===== src/usbsl_params.svh =====
`ifndef USBSL_PARAMS_SVH
`define USBSL_PARAMS_SVH
// register indices reached through the pointer
`define USBSL_OFS_CTRL 8'h05
`define USBSL_OFS_IEN 8'h06
`define USBSL_OFS_ISTAT 8'h0D
`define USBSL_OFS_BUFSET 8'h0E
`define USBSL_OFS_FRM_LO 8'h15
`define USBSL_OFS_FRM_HI 8'h16
`define USBSL_OFS_DMA_LO 8'h35
`define USBSL_OFS_DMA_HI 8'h36
// control register fields
`define USBSL_CTRL_DMA_EN 1
`define USBSL_CTRL_DMA_DIR 2
// interrupt status fields
`define USBSL_ST_DMA_DONE 4
`define USBSL_ST_SOF 5
`define USBSL_ST_DMA_BUSY 7
// status bits that may raise the interrupt line
`define USBSL_ST_IRQ_MASK 8'h30
// reset values
`define USBSL_CTRL_RST 8'h00
`define USBSL_IEN_RST 8'h00
`define USBSL_PTR_RST 8'h00
`define USBSL_CNT_RST 16'h0000
`define USBSL_FRM_RST 11'h000
`endif


===== src/usbsl_pkg.sv =====
package usbsl_pkg;
  typedef logic [7:0] usbsl_byte_t;
  typedef enum logic {
    USBSL_DMA_IDLE,
    USBSL_DMA_RUN
  } usbsl_dma_st_t;
endpackage : usbsl_pkg


===== src/usbsl_stream_if.sv =====
`timescale 1ns/1ps
interface usbsl_stream_if;
  logic valid;
  logic ready;
  usbsl_pkg::usbsl_byte_t data;
  modport src (output valid, output data, input ready);
  modport snk (input valid, input data, output ready);
endinterface : usbsl_stream_if


===== src/usbsl_buf2.sv =====
`timescale 1ns/1ps
module usbsl_buf2 (
  // clock and reset
  input wire logic clk_sys_i,
  input wire logic rstn_i,
  // filling and draining sides
  usbsl_stream_if.snk in_if,
  usbsl_stream_if.src out_if
);
  logic v0_q;
  logic v1_q;
  usbsl_pkg::usbsl_byte_t d0_q;
  usbsl_pkg::usbsl_byte_t d1_q;
  logic push;
  logic pop;

  // ready and valid come from flops so neither side sees a loop
  assign push = in_if.valid & ~v1_q;
  assign pop = v0_q & out_if.ready;
  assign in_if.ready = ~v1_q;
  assign out_if.valid = v0_q;
  assign out_if.data = d0_q;

  always_ff @(posedge clk_sys_i or negedge rstn_i) begin
    if (!rstn_i) begin
      v0_q <= 1'b0;
      v1_q <= 1'b0;
      d0_q <= 8'h00;
      d1_q <= 8'h00;
    end else begin
      case ({push, pop})
        2'b10: begin
          if (!v0_q) begin
            v0_q <= 1'b1;
            d0_q <= in_if.data;
          end else begin
            v1_q <= 1'b1;
            d1_q <= in_if.data;
          end
        end
        2'b01: begin
          d0_q <= d1_q;
          v0_q <= v1_q;
          v1_q <= 1'b0;
        end
        2'b11: begin
          d0_q <= in_if.data;
        end
        default: begin
        end
      endcase
    end
  end
endmodule : usbsl_buf2


===== src/usbsl_cpu_port.sv =====
`timescale 1ns/1ps
`include "usbsl_params.svh"
// Summary of operation
// - bits 0-3 show endpoint buffer set
// - frame low holds frame bits 6:0
// - frame high holds frame bits 10:7
// - frame registers refresh on each SOF
// - sixteen bit DMA byte total, two bytes
// - high count write starts DMA if enabled
// - endpoint three moves only through DMA
// - select low pointer, high data access
// - read needs read strobe and chip select
// - write needs write strobe and chip select
// - request low, acknowledge low per transfer
// - interrupt output is active high
// - reset while reset input is low
// - clock mode selects four times multiplier
// - control bit 2 sets DMA direction
// - status bit 7 shows DMA busy
// - done and SOF status bits clear on written one
module usbsl_cpu_port (
  // clock and reset
  input wire logic clk_sys_i,
  input wire logic rstn_i,
  // host bus pins
  input wire logic pointer_data_select_i,
  input wire logic chip_select_n_i,
  input wire logic read_strobe_n_i,
  input wire logic write_strobe_n_i,
  input wire logic [7:0] data_i,
  output logic [7:0] data_o,
  output logic data_oe_o,
  // dma handshake and interrupt
  input wire logic dma_acknowledge_n_i,
  output logic dma_request_n_o,
  output logic interrupt_request_out_o,
  // clock mode strap
  input wire logic clock_multiplier_select_i,
  output logic clock_multiplier_loop_en_o,
  // usb engine side
  input wire logic sof_valid_i,
  input wire logic [10:0] sof_frame_i,
  input wire logic [3:0] buffer_set_i,
  // endpoint three stream out to the bus
  input wire logic endpoint_three_src_valid_i,
  input wire logic [7:0] endpoint_three_src_data_i,
  output logic endpoint_three_src_ready_o,
  // endpoint three stream in from the bus
  output logic endpoint_three_snk_valid_o,
  output logic [7:0] endpoint_three_snk_data_o,
  input wire logic endpoint_three_snk_ready_i
);
  localparam int PinW = 14;

  logic [PinW-1:0] pin_raw;
  logic [PinW-1:0] sync1_q;
  logic [PinW-1:0] sync2_q;
  logic sel_s;
  logic csn_s;
  logic rdn_s;
  logic wrn_s;
  logic ackn_s;
  logic [7:0] dat_s;
  logic rd_act;
  logic wr_act;
  logic ack_act;
  logic wr_act_q;
  logic ack_act_q;
  logic wr_end;
  logic ack_end;
  logic wsel_q;
  usbsl_pkg::usbsl_byte_t wdat_q;
  usbsl_pkg::usbsl_byte_t adat_q;
  usbsl_pkg::usbsl_byte_t ptr_q;
  usbsl_pkg::usbsl_byte_t ctrl_q;
  usbsl_pkg::usbsl_byte_t ien_q;
  logic done_q;
  logic sof_q;
  logic [10:0] frame_q;
  logic [3:0] bufset_q;
  logic [15:0] cnt_q;
  usbsl_pkg::usbsl_dma_st_t dma_st_q;
  logic reg_wr;
  logic run;
  logic dir_out;
  logic xfer;
  logic done_ev;
  logic want;
  usbsl_pkg::usbsl_byte_t istat;
  usbsl_pkg::usbsl_byte_t rdmux;
  usbsl_stream_if wbuf_in ();
  usbsl_stream_if wbuf_out ();

  // every pin passes two flops before use
  assign pin_raw = {pointer_data_select_i, chip_select_n_i, read_strobe_n_i,
                    write_strobe_n_i, dma_acknowledge_n_i,
                    clock_multiplier_select_i, data_i};

  genvar gi;
  generate
    for (gi = 0; gi < PinW; gi = gi + 1) begin : g_sync
      always_ff @(posedge clk_sys_i or negedge rstn_i) begin
        if (!rstn_i) begin
          sync1_q[gi] <= 1'b1;
          sync2_q[gi] <= 1'b1;
        end else begin
          sync1_q[gi] <= pin_raw[gi];
          sync2_q[gi] <= sync1_q[gi];
        end
      end
    end
  endgenerate

  assign sel_s = sync2_q[13];
  assign csn_s = sync2_q[12];
  assign rdn_s = sync2_q[11];
  assign wrn_s = sync2_q[10];
  assign ackn_s = sync2_q[9];
  assign dat_s = sync2_q[7:0];

  assign rd_act = !csn_s && !rdn_s;
  assign wr_act = !csn_s && !wrn_s;
  assign ack_act = !ackn_s;
  assign wr_end = wr_act_q && !wr_act;
  assign ack_end = ack_act_q && !ack_act;
  assign reg_wr = wr_end && wsel_q;
  assign run = (dma_st_q == usbsl_pkg::USBSL_DMA_RUN);
  assign dir_out = ctrl_q[`USBSL_CTRL_DMA_DIR];
  assign xfer = ack_end && run && (cnt_q != 16'h0000);
  assign done_ev = run && (cnt_q == 16'h0000);

  // write and acknowledge strobes act on their trailing edge so the data is settled
  always_ff @(posedge clk_sys_i or negedge rstn_i) begin
    if (!rstn_i) begin
      wr_act_q <= 1'b0;
      ack_act_q <= 1'b0;
      wsel_q <= 1'b0;
      wdat_q <= 8'h00;
      adat_q <= 8'h00;
    end else begin
      wr_act_q <= wr_act;
      ack_act_q <= ack_act;
      if (wr_act) begin
        wsel_q <= sel_s;
        wdat_q <= dat_s;
      end
      if (ack_act) begin
        adat_q <= dat_s;
      end
    end
  end

  // pointer is write only; no auto increment here
  always_ff @(posedge clk_sys_i or negedge rstn_i) begin
    if (!rstn_i) begin
      ptr_q <= `USBSL_PTR_RST;
    end else if (wr_end && !wsel_q) begin
      ptr_q <= wdat_q;
    end
  end

  always_ff @(posedge clk_sys_i or negedge rstn_i) begin
    if (!rstn_i) begin
      ctrl_q <= `USBSL_CTRL_RST;
      ien_q <= `USBSL_IEN_RST;
    end else begin
      if (reg_wr && ptr_q == `USBSL_OFS_CTRL) begin
        ctrl_q <= wdat_q;
      end
      if (reg_wr && ptr_q == `USBSL_OFS_IEN) begin
        ien_q <= wdat_q;
      end
    end
  end

  // a new event in the clearing cycle keeps its bit set
  always_ff @(posedge clk_sys_i or negedge rstn_i) begin
    if (!rstn_i) begin
      done_q <= 1'b0;
      sof_q <= 1'b0;
    end else begin
      if (done_ev) begin
        done_q <= 1'b1;
      end else if (reg_wr && ptr_q == `USBSL_OFS_ISTAT &&
                   wdat_q[`USBSL_ST_DMA_DONE]) begin
        done_q <= 1'b0;
      end
      if (sof_valid_i) begin
        sof_q <= 1'b1;
      end else if (reg_wr && ptr_q == `USBSL_OFS_ISTAT &&
                   wdat_q[`USBSL_ST_SOF]) begin
        sof_q <= 1'b0;
      end
    end
  end

  // frame registers ignore host writes
  always_ff @(posedge clk_sys_i or negedge rstn_i) begin
    if (!rstn_i) begin
      frame_q <= `USBSL_FRM_RST;
      bufset_q <= 4'h0;
    end else begin
      bufset_q <= buffer_set_i;
      if (sof_valid_i) begin
        frame_q <= sof_frame_i;
      end
    end
  end

  always_ff @(posedge clk_sys_i or negedge rstn_i) begin
    if (!rstn_i) begin
      cnt_q <= `USBSL_CNT_RST;
    end else if (reg_wr && ptr_q == `USBSL_OFS_DMA_LO) begin
      cnt_q[7:0] <= wdat_q;
    end else if (reg_wr && ptr_q == `USBSL_OFS_DMA_HI) begin
      cnt_q[15:8] <= wdat_q;
    end else if (xfer) begin
      cnt_q <= cnt_q - 16'h0001;
    end
  end

  // clearing dma enable mid transfer aborts without a done event
  always_ff @(posedge clk_sys_i or negedge rstn_i) begin
    if (!rstn_i) begin
      dma_st_q <= usbsl_pkg::USBSL_DMA_IDLE;
    end else begin
      case (dma_st_q)
        usbsl_pkg::USBSL_DMA_IDLE: begin
          if (reg_wr && ptr_q == `USBSL_OFS_DMA_HI &&
              ctrl_q[`USBSL_CTRL_DMA_EN]) begin
            dma_st_q <= usbsl_pkg::USBSL_DMA_RUN;
          end
        end
        usbsl_pkg::USBSL_DMA_RUN: begin
          if (done_ev || !ctrl_q[`USBSL_CTRL_DMA_EN]) begin
            dma_st_q <= usbsl_pkg::USBSL_DMA_IDLE;
          end
        end
        default: dma_st_q <= usbsl_pkg::USBSL_DMA_IDLE;
      endcase
    end
  end

  // request drops during acknowledge so one request is one byte
  assign want = run && (cnt_q != 16'h0000) && !ack_act && !ack_end &&
                (dir_out ? endpoint_three_src_valid_i : wbuf_in.ready);

  // endpoint three has no path other than this one
  assign wbuf_in.valid = xfer && !dir_out;
  assign wbuf_in.data = adat_q;
  assign wbuf_out.ready = endpoint_three_snk_ready_i;
  assign endpoint_three_snk_valid_o = wbuf_out.valid;
  assign endpoint_three_snk_data_o = wbuf_out.data;

  usbsl_buf2 u_wbuf (
    .clk_sys_i (clk_sys_i),
    .rstn_i (rstn_i),
    .in_if (wbuf_in),
    .out_if (wbuf_out)
  );

  always_comb begin
    istat = 8'h00;
    istat[`USBSL_ST_DMA_DONE] = done_q;
    istat[`USBSL_ST_SOF] = sof_q;
    istat[`USBSL_ST_DMA_BUSY] = run;
    case (ptr_q)
      `USBSL_OFS_CTRL: rdmux = ctrl_q;
      `USBSL_OFS_IEN: rdmux = {run, ien_q[6:0]};
      `USBSL_OFS_ISTAT: rdmux = istat;
      `USBSL_OFS_BUFSET: rdmux = {4'h0, bufset_q};
      `USBSL_OFS_FRM_LO: rdmux = {frame_q[6:0], 1'b0};
      `USBSL_OFS_FRM_HI: rdmux = {frame_q[10:7], 4'h0};
      `USBSL_OFS_DMA_LO: rdmux = cnt_q[7:0];
      `USBSL_OFS_DMA_HI: rdmux = cnt_q[15:8];
      default: rdmux = 8'h00;
    endcase
  end

  always_ff @(posedge clk_sys_i or negedge rstn_i) begin
    if (!rstn_i) begin
      data_o <= 8'h00;
      data_oe_o <= 1'b0;
      dma_request_n_o <= 1'b1;
      endpoint_three_src_ready_o <= 1'b0;
    end else begin
      data_oe_o <= (rd_act && sel_s) || (ack_act && run && dir_out);
      data_o <= (ack_act && run && dir_out) ?
                endpoint_three_src_data_i : rdmux;
      dma_request_n_o <= !want;
      endpoint_three_src_ready_o <= xfer && dir_out;
    end
  end

  // the loop itself lives outside; this only passes the strap on
  always_ff @(posedge clk_sys_i or negedge rstn_i) begin
    if (!rstn_i) begin
      interrupt_request_out_o <= 1'b0;
      clock_multiplier_loop_en_o <= 1'b0;
    end else begin
      interrupt_request_out_o <=
        |(istat & ien_q & `USBSL_ST_IRQ_MASK);
      clock_multiplier_loop_en_o <= sync2_q[8];
    end
  end
endmodule : usbsl_cpu_port


===== config.mk =====
export PLATFORM = sky130hd
export DESIGN_NAME = usbsl_cpu_port
export DESIGN_NICKNAME = d
export VERILOG_FILES = /design/src/usbsl_pkg.sv /design/src/usbsl_stream_if.sv /design/src/usbsl_buf2.sv /design/src/usbsl_cpu_port.sv
export VERILOG_INCLUDE_DIRS = /design/src
export SDC_FILE = /design/constraint.sdc
export NUM_CORES = 1
export LEC_CHECK = 0
export ABC_AREA = 1
export BUFFER_PORTS_ARGS = -buffer_cell sky130_fd_sc_hd__buf_2
export CELL_PAD_IN_SITES_DETAIL_PLACEMENT = 0
export CELL_PAD_IN_SITES_GLOBAL_PLACEMENT = 1
export CORE_MARGIN = 2
export CORE_UTILIZATION = 40
export CTS_CLUSTER_SIZE = 20
export DETAILED_ROUTE_END_ITERATION = 10
export GPL_TIMING_DRIVEN = 0
export PLACE_DENSITY = 0.77
export SYNTH_ARGS = -nofsm -noshare
export SYNTH_HDL_FRONTEND = slang
export SYNTH_SLANG_ARGS = --single-unit

===== constraint.sdc =====
create_clock -name clk_sys_i -period 4.75 [get_ports clk_sys_i]
set_input_delay 1.1875 -clock clk_sys_i [delete_from_list [all_inputs] [get_ports clk_sys_i]]
set_output_delay 1.1875 -clock clk_sys_i [all_outputs]
set_load 0.02 [all_outputs]

==> qor.log <==
INFO  status         run_status=finished clean
INFO  clock_network  clk-insertion-delay-late=420ps
INFO  clock_network  cts_buffers=17
INFO  layout         post-route-cell-area=7194um^2
INFO  layout         multi_input_area=2243um^2
INFO  sta            finalSetupTns=0ps
INFO  setup_path     largest_fanout_of_any_net_on_the_critical_path=10
INFO  layout         layout-drive-gt1-share=0.1916
INFO  clock_network  clk_root_buffer_cell=sky130_fd_sc_hd__clkbuf_16
INFO  pwr            power.sequential.fraction=0.433
INFO  synthesis      synth_ff_type=sky130_fd_sc_hd__dfrtp_1
INFO  synthesis      syn_avg_cell_area=8.368um^2
INFO  synthesis      ys_ff_latch=135
INFO  routing        routed_wl=14380um
INFO  setup_path     path_common_cell=sky130_fd_sc_hd__nand2_1
INFO  pwr            total_switching_power=0.7947mW
INFO  clock_network  clock_tree.buffer_depth=2
INFO  setup_path     timing.critical_path.to_type=flop
INFO  place          post-dp-hpwl=10440um
INFO  floorplan      die_y=126.6um
INFO  sta            min_period_over_period=0.5943
INFO  place          portBuffers=63
INFO  layout         largest_reg_flops=16
INFO  sta            grt_setup_unrepaired=false
INFO  global_routing antenna_found_initial=0
INFO  sta            final_clock_skew=10.34ps
INFO  clock_network  clock_pin_slew_reported_for_the_worst_setup_and_hold_paths_after_clock_tree_synthesis=60ps
INFO  layout         num-fill-cells=1413
INFO  routing        drt_iter0_drc=307
INFO  sta            max_slew_margin=0.5018
INFO  synthesis      synth_fp_nets=764
INFO  layout         final_cell_count_no_fill=998
INFO  layout         mostFrequentLayoutCells=sky130_fd_sc_hd__nand2_1 (260), sky130_fd_sc_hd__dfrtp_1 (106), sky130_fd_sc_hd__o21ai_0 (74)
INFO  layout         layout.cells.most_common=sky130_fd_sc_hd__nand2_1
INFO  global_routing grt_pass1_wl=23640um
INFO  floorplan      boundaryPins=64
INFO  synthesis      postSynth.asyncResetShare=1.000
INFO  routing        detail_route.first_pass.iterations=6
INFO  setup_path     timing.critical_path.cells=inv_1 -> ha_1 -> nand3_2 -> nor2_1 -> nand2_1 -> nand2_1 -> nor2_1 -> inv_1 -> ha_1 -> clkbuf_1 -> clkbuf_1 -> o21ai_0 -> nand2_1 -> nand2_1
INFO  pwr            p_comb_frac=0.116
INFO  floorplan      floorplan.initialDensity=0.4118
INFO  pwr            vdd_ir_drop_max=0.2820mV
INFO  floorplan      floorplan.rows=44
INFO  pwr            power_per_cell_area=418.0nW/um^2
INFO  clock_network  cts.repair.resized=0
INFO  floorplan      die_width=126.6um
INFO  synthesis      synth_area_leader_cell=sky130_fd_sc_hd__dfrtp_1
INFO  pwr            internal_pwr_total=2.212mW
INFO  clock_network  hold_buffers=0
INFO  layout         biggestRegsByFlops=cnt_q x16, sync1_q x14, frame_q x11
INFO  place          dp_worst_slack=1793ps
INFO  pwr            power.static_leakage=3.725nW
INFO  setup_path     crit_path_start_kind=flop
INFO  place          final_weighted_congestion_of_routability_driven_global_placement=0.8629
INFO  sta            finalSetupViolCount=0
INFO  setup_path     required=5060ps
INFO  routing        drcViolationCount=0
INFO  layout         area_growth_syn_to_layout=19.74%
INFO  synthesis      synth-edff-count=0
INFO  synthesis      synth_sequential_area_ratio=0.5683
INFO  synthesis      ys.warnings.count=0
INFO  routing        detail_route.wl_per_cell=14.41um
INFO  sta            period_minus_slack=2823ps
INFO  clock_network  sink_count_of_the_clock_tree=135
INFO  global_routing gr-total-overflow=0
INFO  setup_path     largest_incremental_delay_on_the_critical_path=390ps
INFO  sta            finalHoldWorstSlack=354.5ps
INFO  synthesis      mapped_area=6008um^2
INFO  place          placed_cells_incl_taps=966
INFO  pwr            power.share.clock=0.451
INFO  place          dpl_cell_area=6588um^2
INFO  global_routing track_usage=0.1897
INFO  layout         max_flop_register=cnt_q
INFO  routing        detail-route-antenna-nets=0
INFO  sta            timing.final.hold_violations=0
INFO  clock_network  post-cts-setup-buffers=0
INFO  floorplan      floorplan.core_area=14590um^2
INFO  global_routing grt_start_max_net_pins=76
INFO  setup_path     crit_type=reg2reg
INFO  layout         num-nets-final=847
INFO  layout         final_util=0.4931
INFO  setup_path     timing.critical_path.slowest_stage_cell=sky130_fd_sc_hd__dfrtp_1
INFO  clock_network  htreeDepth=4
INFO  clock_network  tritoncts=yes
INFO  synthesis      synth.lib_cells_used.distinct=35
INFO  synthesis      post_synth_inst_count=718
INFO  routing        total_number_of_vias=4921
INFO  layout         number_of_diodes_added_for_antenna_fixing=0
INFO  floorplan      die_area=16020um^2
INFO  hold_path      hold_path_class=reg2reg
INFO  routing        via_to_cell_ratio=4.931
INFO  sta            fmax=354.2MHz
INFO  sta            final-max-slew-violation-count=0
INFO  layout         seqCellArea=3415um^2
INFO  pwr            sw_frac_of_total=0.2643
INFO  flow_run       maxCapViolations=0
INFO  synthesis      yosys.area.top_type_share=0.4415
INFO  pwr            totalPowerFinal=3.007mW
INFO  global_routing via_count_of_the_first_global_routing_pass=4741
INFO  sta            final.setup.worst_slack=1927ps
INFO  synthesis      largest_cells_by_area_after_synthesis=sky130_fd_sc_hd__dfrtp_1 (44%), sky130_fd_sc_hd__nand2_1 (16%), sky130_fd_sc_hd__dfstp_2 (13%), sky130_fd_sc_hd__o21ai_0 (6.2%), sky130_fd_sc_hd__nand3_1 (5.6%)
INFO  sta            max_slew.worst_pin.slew=743.3ps
INFO  setup_path     worstPathArrival=3130ps
-- cell families (layout without fill, tap and decap cells) --
logic type	after synthesis	count (layout)	synth area share
simple gates	404	404	0.2836
flops	135	135	0.5683
xor+xnor	3	3	0.004374
fa+ha+maj	4	4	0.008330
buf+inv	85	181	0.05831
compound gates	87	87	0.07705
-- power groups by stage --
stage | clock [mW] | sequential, mW | combinational [mW]
after global routing | 1.44 | 1.31 | 0.398
after global placement | 0 | 1.32 | 0.341
after detailed placement | 0 | 1.32 | 0.351
after CTS | 1.38 | 1.30 | 0.353
final | 1.36 | 1.30 | 0.349
after floorplan | 0 | 1.33 | 0.205
-- synth_stat cells (all sizes together), types with 2 or more instances --
| library cell | n |
|---|---|
| dfrtp | 106 |
| ha | 4 |
| clkinv | 4 |
| clkbuf | 8 |
| nand3 | 70 |
| xor2 | 3 |
| nor2 | 59 |
| nand2 | 268 |
| o21ai | 78 |
| dfstp | 29 |
| inv | 63 |
| a21oi | 6 |
| buf | 10 |
| nand4 | 2 |
-- layer usage --
metal	vias up	global-route usage	wire length [um]
met5	-	0	0
met4	0	0.05430	158
met3	14	0.04639	587
met2	107	0.3020	6831
met1	2370	0.2594	6802
li1	2430	-	-
-- path summary, 6_finish.rpt --
path	from	endpoint	slack (ps)	cells past startpoint
setup / recovery	cnt_q[0]	u_wbuf.out_if.data[6]	1930	14
hold / removal	sync1_q[0]	dat_s[0]	350	0
setup reg to reg	cnt_q[0]	u_wbuf.out_if.data[6]	1930	14
hold reg to reg	sync1_q[0]	dat_s[0]	350	0
max in group asynchronous	rstn_i	sync1_q[9]	3210	2
min in group asynchronous	rstn_i	data_o[5]	740	1
-- area by class of cell --
class,count,share of cell area
multi-input combinational,498,0.3118
buffer,18,0.01357
clock inverter,10,0.01983
sequential,135,0.4746
inverter,67,0.03513
tap,184,0.03200
timing repair buffer,64,0.04852
clock buffer,22,0.06452
-- critical path: cells and delay by family (launching register included) --
kind / cells / cell delay (ps)
AOI/OAI and AO/OA: 1 / 180
adders and majority gates: 2 / 360
buffers and inverters: 4 / 850
DFF: 1 / 390
and+or+nand+nor: 7 / 920
(Power assumes the default switching activity.)
